**src/include/reset_power_defs.vh**
```
// constants for the reset source and power mode block
`ifndef RESET_POWER_DEFS_VH
`define RESET_POWER_DEFS_VH
`define ADDR_BOOT_CTRL 8'he7
`define ADDR_CAUSE 8'h97
`define ADDR_PWR_CTRL 8'h87
`define ADDR_PWR_CFG 8'ha7
`define ADDR_CLK_CFG 8'hc7
`define ADDR_IRQ_EN 8'h8e
`define ADDR_WDT_CFG 8'he1
`define BIT_SOFT_BOOT 6
`define BIT_SOFT_TRIG 5
`define BIT_SOFT_FLAG 7
`define BIT_EXT_FLAG 6
`define BIT_RTC_FLAG 4
`define BIT_SEL_FLAG 2
`define BIT_FIX_FLAG 1
`define BIT_WDT_FLAG 0
`define BIT_PD 1
`define BIT_IDL 0
`define BIT_WAKE_EN 7
`define BIT_SEL_RST_EN 3
`define BIT_SEL_DET_EN 2
`define BIT_FIX_RST_EN 1
`define BIT_SYS_IRQ_EN 7
`define BIT_RTC_IRQ_EN 4
`define BIT_WDT_RST_EN 7
`define BIT_WDT_NONSTOP 6
`define BIT_WDT_IRQ_EN 0
`define BIT_FIX_IRQ_EN 1
`define BIT_SEL_IRQ_EN 2
`define BIT_RSV_HI 5
`define BIT_RSV_LO 3
`define FLD_DIV_HI 2
`define FLD_DIV_LO 0
`define FLD_OSC_HI 5
`define FLD_OSC_LO 4
`define FLD_LVL_HI 7
`define FLD_LVL_LO 6
`define CAUSE_RESET 8'h00
`define PCFG_RESET 8'h04
`define RST_PULSE_CYC 4'h8
`define ZERO8 8'h00
`endif

```
**src/design/reset_power_ctrl.v**
```verilog
// reset cause flags, soft reset, brown-out supervision and power modes
`timescale 1ns/1ns
`include "reset_power_defs.vh"
module reset_power_ctrl #(
  parameter RST_CYC = 8
) (
  // clock and power-on reset
  input wire clk_sys,
  input wire arst_n,
  // special-function register port
  input wire sfrWe,
  input wire sfrRe,
  input wire [7:0] sfrAddr,
  input wire [7:0] sfrWdata,
  output reg [7:0] sfrRdata_q,
  // asynchronous sources, synchronised here
  input wire extResetPin,
  input wire fixedBrownoutDetector,
  input wire selectableBrownoutDetector,
  // same-clock events
  input wire watchdogOverflow,
  input wire rtcOverflow,
  input wire illegalAddress,
  input wire wakeIrq,
  // system outputs
  output reg sysReset_q,
  output reg bootFromIsp_q,
  output reg systemFlagIrq_q,
  output reg powerDown_q,
  output reg idle_q,
  output reg [1:0] selectableLevel_q,
  output reg selectableDetectorEnable_q,
  output reg [2:0] sysclkDividerSelect_q,
  output reg [1:0] oscillatorSelect_q,
  output reg watchdogNonstop_q
);
  // ------------------------------------------------------------
  // input synchronisers
  // ------------------------------------------------------------
  localparam SYNC_W = 3;
  wire [SYNC_W-1:0] asyncIn;
  wire [SYNC_W-1:0] syncOut;
  reg extPrev_q;
  genvar g;
  assign asyncIn = {extResetPin, fixedBrownoutDetector, selectableBrownoutDetector};
  generate
    for (g = 0; g < SYNC_W; g = g + 1) begin : gSync
      reg stageA_q;
      reg stageB_q;
      // only the second stage is read, the first may still be settling
      always @(posedge clk_sys or negedge arst_n) begin
        if (!arst_n) begin
          stageA_q <= 1'b0;
          stageB_q <= 1'b0;
        end else begin
          stageA_q <= asyncIn[g];
          stageB_q <= stageA_q;
        end
      end
      assign syncOut[g] = stageB_q;
    end
  endgenerate

  // pin idles low, so a zero reset value gives no false edge
  always @(posedge clk_sys or negedge arst_n) begin
    if (!arst_n) begin
      extPrev_q <= 1'b0;
    end else begin
      extPrev_q <= syncOut[2];
    end
  end
  wire extLvl = syncOut[2];
  wire extEvt = extLvl & ~extPrev_q;
  wire fixEvt = syncOut[1];
  // detector output ignored while disabled so it can be powered off
  wire selEvt = syncOut[0] & selectableDetectorEnable_q;

  // ------------------------------------------------------------
  // registers
  // ------------------------------------------------------------
  reg [7:0] cause_q;
  reg softBoot_q;
  reg softTrig_q;
  reg [7:0] pwrCfg_q;
  reg [7:0] irqEn_q;
  reg [7:0] wdtCfg_q;
  reg [3:0] rstCnt_q;

  function wr;
    input [7:0] a;
    begin
      wr = sfrWe && (sfrAddr == a);
    end
  endfunction

  wire fixRstEn = pwrCfg_q[`BIT_FIX_RST_EN];
  wire selRstEn = pwrCfg_q[`BIT_SEL_RST_EN];
  wire wakeEn = pwrCfg_q[`BIT_WAKE_EN];
  wire wdtRstEn = wdtCfg_q[`BIT_WDT_RST_EN];
  // power-down gates fixed detector and the selectable one without wake enable
  wire fixRst = fixEvt & fixRstEn & ~powerDown_q;
  wire selRst = selEvt & selRstEn & (~powerDown_q | wakeEn);
  wire wdtRst = watchdogOverflow & wdtRstEn;
  wire anyRst = extEvt | softTrig_q | fixRst | selRst | wdtRst | illegalAddress;
  wire cw = wr(`ADDR_CAUSE);

  // ------------------------------------------------------------
  // cause flags: set beats write-one-to-clear, kept across system resets
  // ------------------------------------------------------------
  // one set term per flag; the two unused bits have no source
  wire [7:0] setV;
  assign setV[`BIT_SOFT_FLAG] = softTrig_q;
  assign setV[`BIT_EXT_FLAG] = extEvt;
  assign setV[`BIT_RSV_HI] = 1'b0;
  assign setV[`BIT_RTC_FLAG] = rtcOverflow;
  assign setV[`BIT_RSV_LO] = 1'b0;
  assign setV[`BIT_SEL_FLAG] = selEvt;
  assign setV[`BIT_FIX_FLAG] = fixEvt & ~powerDown_q;
  assign setV[`BIT_WDT_FLAG] = watchdogOverflow;
  wire [7:0] clrV = cw ? sfrWdata : `ZERO8;
  always @(posedge clk_sys or negedge arst_n) begin
    if (!arst_n) begin
      cause_q <= `CAUSE_RESET;
    end else begin
      cause_q <= (cause_q & ~clrV) | setV;
    end
  end

  // ------------------------------------------------------------
  // configuration registers; they ride through the system reset pulse
  // ------------------------------------------------------------
  always @(posedge clk_sys or negedge arst_n) begin
    if (!arst_n) begin
      softBoot_q <= 1'b0;
      softTrig_q <= 1'b0;
    end else begin
      // trigger lasts one cycle, then clears itself
      softTrig_q <= wr(`ADDR_BOOT_CTRL) & sfrWdata[`BIT_SOFT_TRIG] & ~sysReset_q;
      if (wr(`ADDR_BOOT_CTRL)) begin
        softBoot_q <= sfrWdata[`BIT_SOFT_BOOT];
      end
    end
  end

  always @(posedge clk_sys or negedge arst_n) begin
    if (!arst_n) begin
      pwrCfg_q <= `PCFG_RESET;
    end else if (wr(`ADDR_PWR_CFG)) begin
      pwrCfg_q <= sfrWdata;
    end
  end

  always @(posedge clk_sys or negedge arst_n) begin
    if (!arst_n) begin
      irqEn_q <= `ZERO8;
    end else if (wr(`ADDR_IRQ_EN)) begin
      irqEn_q <= sfrWdata;
    end
  end

  always @(posedge clk_sys or negedge arst_n) begin
    if (!arst_n) begin
      wdtCfg_q <= `ZERO8;
    end else if (wr(`ADDR_WDT_CFG)) begin
      wdtCfg_q <= sfrWdata;
    end
  end

  // selects steer the clock generator and the level steers the selectable detector, both outside this block
  always @(posedge clk_sys or negedge arst_n) begin
    if (!arst_n) begin
      sysclkDividerSelect_q <= 3'h0;
      oscillatorSelect_q <= 2'h0;
      selectableLevel_q <= 2'h0;
    end else if (wr(`ADDR_CLK_CFG)) begin
      sysclkDividerSelect_q <= sfrWdata[`FLD_DIV_HI:`FLD_DIV_LO];
      oscillatorSelect_q <= sfrWdata[`FLD_OSC_HI:`FLD_OSC_LO];
      selectableLevel_q <= sfrWdata[`FLD_LVL_HI:`FLD_LVL_LO];
    end
  end

  // ------------------------------------------------------------
  // merged system reset pulse
  // ------------------------------------------------------------
  // a new source restarts the count, so back-to-back causes stretch the pulse
  always @(posedge clk_sys or negedge arst_n) begin
    if (!arst_n) begin
      rstCnt_q <= `RST_PULSE_CYC;
    end else if (anyRst) begin
      rstCnt_q <= RST_CYC[3:0];
    end else if (rstCnt_q != 4'h0) begin
      rstCnt_q <= rstCnt_q - 4'h1;
    end
  end

  always @(posedge clk_sys or negedge arst_n) begin
    if (!arst_n) begin
      sysReset_q <= 1'b1;
      bootFromIsp_q <= 1'b0;
    end else begin
      if (anyRst) begin
        bootFromIsp_q <= softTrig_q ? softBoot_q : 1'b0;
      end
      // external pin held high keeps the chip in reset
      sysReset_q <= anyRst | extLvl | (rstCnt_q != 4'h0);
    end
  end

  // ------------------------------------------------------------
  // interrupt, power modes and wake
  // ------------------------------------------------------------
  wire sysIrqEn = irqEn_q[`BIT_SYS_IRQ_EN];
  wire fixIrq = cause_q[`BIT_FIX_FLAG] & irqEn_q[`BIT_FIX_IRQ_EN];
  wire selIrq = cause_q[`BIT_SEL_FLAG] & irqEn_q[`BIT_SEL_IRQ_EN];
  wire rtcIrq = cause_q[`BIT_RTC_FLAG] & irqEn_q[`BIT_RTC_IRQ_EN];
  wire wdtIrq = cause_q[`BIT_WDT_FLAG] & wdtCfg_q[`BIT_WDT_IRQ_EN];
  wire nonstop = wdtCfg_q[`BIT_WDT_NONSTOP];
  // only the monitor, rtc and non-stop watchdog paths live in power-down
  wire pdIrq = sysIrqEn & ((selIrq & wakeEn) | rtcIrq | (wdtIrq & nonstop));
  wire runIrq = sysIrqEn & (fixIrq | selIrq | rtcIrq | wdtIrq);
  wire pdWake = pdIrq | wakeIrq | sysReset_q;
  wire idleWake = runIrq | wakeIrq | sysReset_q;
  always @(posedge clk_sys or negedge arst_n) begin
    if (!arst_n) begin
      systemFlagIrq_q <= 1'b0;
      watchdogNonstop_q <= 1'b0;
    end else begin
      watchdogNonstop_q <= nonstop & wdtCfg_q[`BIT_WDT_IRQ_EN] | nonstop & wdtRstEn;
      systemFlagIrq_q <= powerDown_q ? pdIrq : runIrq;
    end
  end

  // a wake event beats a write in the same cycle, so no wake is lost
  always @(posedge clk_sys or negedge arst_n) begin
    if (!arst_n) begin
      powerDown_q <= 1'b0;
    end else if (powerDown_q & pdWake) begin
      powerDown_q <= 1'b0;
    end else if (wr(`ADDR_PWR_CTRL)) begin
      powerDown_q <= sfrWdata[`BIT_PD];
    end
  end

  always @(posedge clk_sys or negedge arst_n) begin
    if (!arst_n) begin
      idle_q <= 1'b0;
    end else if (idle_q & idleWake) begin
      idle_q <= 1'b0;
    end else if (wr(`ADDR_PWR_CTRL)) begin
      idle_q <= sfrWdata[`BIT_IDL];
    end
  end

  // ------------------------------------------------------------
  // readback
  // ------------------------------------------------------------
  always @(posedge clk_sys or negedge arst_n) begin
    if (!arst_n) begin
      sfrRdata_q <= `ZERO8;
    end else if (sfrRe) begin
      case (sfrAddr)
        `ADDR_CAUSE: sfrRdata_q <= cause_q;
        `ADDR_BOOT_CTRL: sfrRdata_q <= {1'b0, softBoot_q, softTrig_q, 5'h00};
        `ADDR_PWR_CTRL: sfrRdata_q <= {6'h00, powerDown_q, idle_q};
        `ADDR_PWR_CFG: sfrRdata_q <= pwrCfg_q;
        `ADDR_IRQ_EN: sfrRdata_q <= irqEn_q;
        `ADDR_WDT_CFG: sfrRdata_q <= wdtCfg_q;
        `ADDR_CLK_CFG: sfrRdata_q <= {selectableLevel_q, oscillatorSelect_q,
                                      1'b0, sysclkDividerSelect_q};
        default: sfrRdata_q <= `ZERO8;
      endcase
    end
  end

  // enable lags its register bit by one cycle
  always @(posedge clk_sys or negedge arst_n) begin
    if (!arst_n) begin
      selectableDetectorEnable_q <= 1'b1;
    end else begin
      selectableDetectorEnable_q <= pwrCfg_q[`BIT_SEL_DET_EN];
    end
  end
endmodule

```
**config.mk**
```make
export PLATFORM = sky130hd
export DESIGN_NAME = reset_power_ctrl
export DESIGN_NICKNAME = d
export VERILOG_FILES = /design/src/design/reset_power_ctrl.v
export VERILOG_INCLUDE_DIRS = /design/src /design/src/include
export SDC_FILE = /design/constraint.sdc
export NUM_CORES = 1
export LEC_CHECK = 0
export BUFFER_PORTS_ARGS = -buffer_cell sky130_fd_sc_hd__buf_2
export CAP_MARGIN = 5
export CORE_MARGIN = 2
export CORE_UTILIZATION = 40
export DETAILED_ROUTE_END_ITERATION = 8
export PLACE_DENSITY = 0.61
export SYNTH_ARGS = -nofsm -noshare
export SYNTH_HDL_FRONTEND = slang
export SYNTH_SLANG_ARGS = --single-unit
```
**constraint.sdc**
```tcl
create_clock -name clk_sys -period 1.9 [get_ports clk_sys]
set_input_delay 0.19 -clock clk_sys [delete_from_list [all_inputs] [get_ports clk_sys]]
set_output_delay 0.19 -clock clk_sys [all_outputs]
set_load 0.1 [all_outputs]
```
# Word-level counts from Yosys, hierarchy flattened
# Cells that the tools add are included.
# Widths: inputs -> output; s select.
[word_totals] reg_bits=67 in_bits=27 output_inout_bits=22 wordCells=100
[classes] add_sub_neg=1 n_eq_ne=7 muxes=10 bitwise_logic=46 n_reduce_logical=11
[ops] op="$eq 8x8->1 const B" n=7
[ops] op="$pmux 8 s7" n=1
[ops] op="$and 1x1->1" n=22
[ops] op="$or 1x1->1" n=18
[ops] op="$and 8x8->8" n=1
[ops] op="$mux 4" n=2
[ops] op="$mux 8" n=1
[ops] op="$not 8->8" n=1
[ops] op="$or 8x8->8" n=1
[ops] op="$logic_and 1x1->1" n=7
[ops] op="$mux 1" n=6
[ops] op="$reduce_bool 2->1" n=3
[ops] op="$reduce_bool 4->1" n=1
[ops] op="$sub 4x1->4 const B" n=1
[ops] op="$not 1->1" n=3

# Depth between registers and ports, before layout
[depth] ltp_word=9 ltp_mapped=6

# Worst setup path after synthesis
# No wires, ideal clock.
[synth_path] path_kind="register to register" from="register powerDown_q" to="register sysReset_q" arrival_ns=1.836 required_ns=1.812 slack_ns=-0.023 path_stages_with_launch=5 path_buffers=0 period_less_slack_ns=1.923 path_cell_list="dfrtp_1 -> inv_1 -> o2111ai_1 -> nand3_1 -> or3_1"
[synth_via] elab_chain_cells=8
[synth_rtl] item="start: declaration" line_no="reset_power_ctrl.v:29" source="output reg powerDown_q,"
[synth_rtl] item="start signal: assignment" line_no="reset_power_ctrl.v:240" source="powerDown_q <= sfrWdata[`BIT_PD];"
[synth_rtl] item="$not 1->1 (*)" line_no="reset_power_ctrl.v:101, reset_power_ctrl.v:102"
[synth_rtl] item="$and 1x1->1 or $or 1x1->1 (tied branches)" line_no="reset_power_ctrl.v:101, reset_power_ctrl.v:102"
[synth_rtl] item="$or 1x1->1 or $and 1x1->1 (tied branches)" line_no="reset_power_ctrl.v:104, reset_power_ctrl.v:102"
[synth_rtl] item="$or 1x1->1 (*) (3 in series)" line_no="reset_power_ctrl.v:104" source="wire anyRst = extEvt | softTrig_q | fixRst | selRst | wdtRst | illegalAddress;"
[synth_rtl] item="$or 1x1->1 (*) (2 in series)" line_no="reset_power_ctrl.v:205" source="sysReset_q <= anyRst | extLvl | (rstCnt_q != 4'h0);"
[synth_rtl] item="end signal: assignment" line_no="reset_power_ctrl.v:205"
[synth_rtl] item="end: declaration" line_no="reset_power_ctrl.v:26" source="output reg sysReset_q,"
# Every way passes the cells marked *; elsewhere a longest branch is shown, timed or not.
# A chain may end at the register's enable or synchronous reset.

# Worst setup path after layout
[layout_path] from="register gSync[2].stageB_q, in the netlist extLvl" to="register sysReset_q"
[layout_via] elab_chain_cells=8
[layout_rtl] item="start: declaration" line_no="reset_power_ctrl.v:49" source="reg stageB_q;"
[layout_rtl] item="start signal: assignment" line_no="reset_power_ctrl.v:57" source="stageB_q <= stageA_q;"
[layout_rtl] item="$and 1x1->1" line_no="reset_power_ctrl.v:73" source="wire extEvt = extLvl & ~extPrev_q;"
[layout_rtl] item="$or 1x1->1 (5 in series)" line_no="reset_power_ctrl.v:104"
[layout_rtl] item="$or 1x1->1 (*) (2 in series)" line_no="reset_power_ctrl.v:205"
# Marked as above.

==> impl_metrics.ini <==
[placement]
dp_hpwl_um = 5200
placed_area_mm2 = 0.00347
placed_cells = 392
port_buffers = 48
routabilityCongestion = 0.874

[yosys]
synth-adder-area-share = 0.00399
ys_ff_latch = 67
synth_cell_type_count = 54
synth_ff_type = dfrtp_1
async_flop_share = 1.00
netlist.top_cell.by_area = dfrtp_1
seq_area_frac_synth = 0.536
syn_area_per_cell_um2 = 12.6
synth_top_family_by_area = simple AND/OR/NAND/NOR gates
yosys_warnings = 0
synth_simple_gate_area_frac = 0.147
synthMuxAreaShare = 0.146
synth_compound_gate_area_share = 0.132
synth_area_mm2 = 0.00314
syn_inst = 250
syn_nets = 278
synth_xor_area_frac = 0.00279
synth_area_leaders = dfrtp_1 50%, mux2_2 14%, dfstp_2 3.3%
yosys.area.top_type_share = 0.502
synth_edf_count = 0

[cells_and_area]
nets = 333
layout_commonest_cell = dfrtp_1
fillCellCount = 717
drive_gt1_frac = 0.403
design_area_mm2 = 0.00373
mostFrequentLayoutCells = 62 x dfrtp_1, 48 x buf_2, 38 x mux2_2
antennaDiodeCount = 0
finalNonFillerCells = 412
area_growth_pct = 18.7

[routing]
via_per_inst = 5.51
wl_um = 7200
drt-initial-drc-count = 117
vias = 2270
post_drt_wl_per_cell_um = 17.5
ant_nets = 0
drc = 0
dr.pass1.iters = 4

[timing]
setup_violations = 0
drv_slew = 0
min_period_ps = 1600
slew_headroom = 0.662
period_share = 0.840
clock.fmax_mhz = 627
rsz0062_at_grt = no
hold_viol = 0
finalClockSkew_ps = 6.96
tightest_slew_ps = 506
fin_tns_setup_ps = 0

[worst_setup_path]
crit_type = flop to flop
crit_fanout = 6
arrival_ps = 1860
ff2ff_setup_slack_ps = 300
crit_path_start_kind = flop
worstReg2RegStart = extLvl
crit_start = extLvl
reg2reg_depth = 4
cp-end-kind = flop
reg2reg_to = sysReset_q
crit_required_ps = 2160

[global_route]
grt_pass1_wl_um = 11800
antenna_found_initial = 0
grtUsageTotal = 0.182
grt_pass1_vias = 2259
grt_overflow_total = 0
grt_max_degree = 68

[clock_network]
cts_root_buf = clkbuf_8
cts_buffers = 9
clockBufferDepth = 2
clk_pin_slew_worst_paths_ps = 70
clock_sinks = 67
cts_setup_buffers = 0
tritoncts = built
clock_latency_ps = 340
cts_resized = 0
cts_htree_levels = 3

[worst_hold_path]
hold_depth = 2
min_from = rtcOverflow
min_to = cause_q[4]
hold_class = input port to flop

[floorplanning]
rows = 32
start_util = 0.411
die_w_um = 92.6
core-area_mm2 = 0.00765
die_area_mm2 = 0.00857
die_y_um = 92.6
pin_count = 49

[job]
cap_violations = 0

[power_and_ir_drop]
total_leakage_power_nw = 1.77
powerDensity_mw_per_mm2 = 866
peakVddDrop_mv = 0.446

[outcome]
outcome = finished, final reports clean
critical path: stages (launching register included):
cell and delay, ps:
dfrtp_1 380, nor2b_1 140, a2111oi_0 340, nand3_1 260
or3_1 400
kinds of logic after synthesis:
kind of cell | count (synthesis)
xor+xnor | 1
buf+inv | 18
compound gates | 54
simple gates | 68
mux | 41
flops | 67
fa+ha+maj | 1
where the power goes:
| group | switching (W) | internal, W | total, W |
|---|---|---|---|
| Combinational | 0.000281 | 0.000147 | 0.000428 |
| Clock | 0.000551 | 0.000682 | 0.00123 |
| Sequential | 0.0000601 | 0.00150 | 0.00156 |
| Total | 0.000892 | 0.00233 | 0.00323 |
worst max path at each step:
stage	to	slack, ps	cells past startpoint
floorplan	sfrRdata_q[2]	190	4
global placement	sysclkDividerSelect_q[2]	170	4
detailed placement	oscillatorSelect_q[0]	140	4
CTS	sysReset_q	300	4
global route	sysReset_q	200	4
finish	sysReset_q	300	4
Yosys cell counts, types with 3 or more instances:
| library cell | count |
|---|---|
| and4bb_2 | 3 |
| a21o_1 | 5 |
| clkbuf_1 | 4 |
| mux2_2 | 38 |
| dfstp_2 | 4 |
| mux2i_1 | 3 |
| and4b_1 | 6 |
| a22o_1 | 3 |
| a22oi_1 | 5 |
| inv_1 | 5 |
| o211ai_1 | 8 |
| nand2_1 | 16 |
| a31oi_1 | 3 |
| nor2_1 | 7 |
| o21ai_0 | 7 |
| a211oi_1 | 3 |
| nor2b_1 | 4 |
| nand3_1 | 12 |
| buf_2 | 4 |
| o221a_2 | 4 |
| dfrtp_1 | 63 |
cell type report:
type | count | area [um2] | share of cell area
clock inverters | 5 | 60.1 | 0.0161
well taps | 102 | 128 | 0.0343
flip-flops and latches | 67 | 1680 | 0.452
clock buffers | 11 | 151 | 0.0406
inverters | 5 | 18.8 | 0.00504
repair buffers | 57 | 330 | 0.0887
multi-input cells | 165 | 1360 | 0.364
registers in the layout, indices dropped and copies added (netlist names), 2 cells and up:
register,count
sfrRdata_q,8
gSync.stageA_q,3
selectableLevel_q,2
sysclkDividerSelect_q,3
cause_q,8
oscillatorSelect_q,2
rstCnt_q,4
wdtCfg_q,8
irqEn_q,8
pwrCfg_q,8
repair_timing:
action	CTS	global route
hold endpoints to repair	66	0
setup endpoints to repair	0	0
hold buffers	4	0
through the flow:
stage / hold WS (ps) / setup slack, ps / total power, W / util
final: 34.8 / 305 / 0.00323 / 0.487
after global routing: 26.1 / 204 / 0.00337 / 0.487
after CTS: 27.8 / 300 / 0.00326 / 0.487
after detailed placement: 239 / 142 / 0.00202 / 0.454
after global placement: 238 / 173 / 0.00201 / 0.454
after floorplan: -106 / 194 / 0.00187 / -
layer usage:
| layer | vias up | global-route usage | part of all wire |
|---|---|---|---|
| li1 | 1063 | - | - |
| met1 | 1129 | 0.263 | 0.49 |
| met2 | 68 | 0.271 | 0.45 |
| met3 | 10 | 0.0358 | 0.049 |
| met4 | 0 | 0.0684 | 0.013 |
| met5 | - | 0 | 0 |
(Power assumes the default switching activity.)
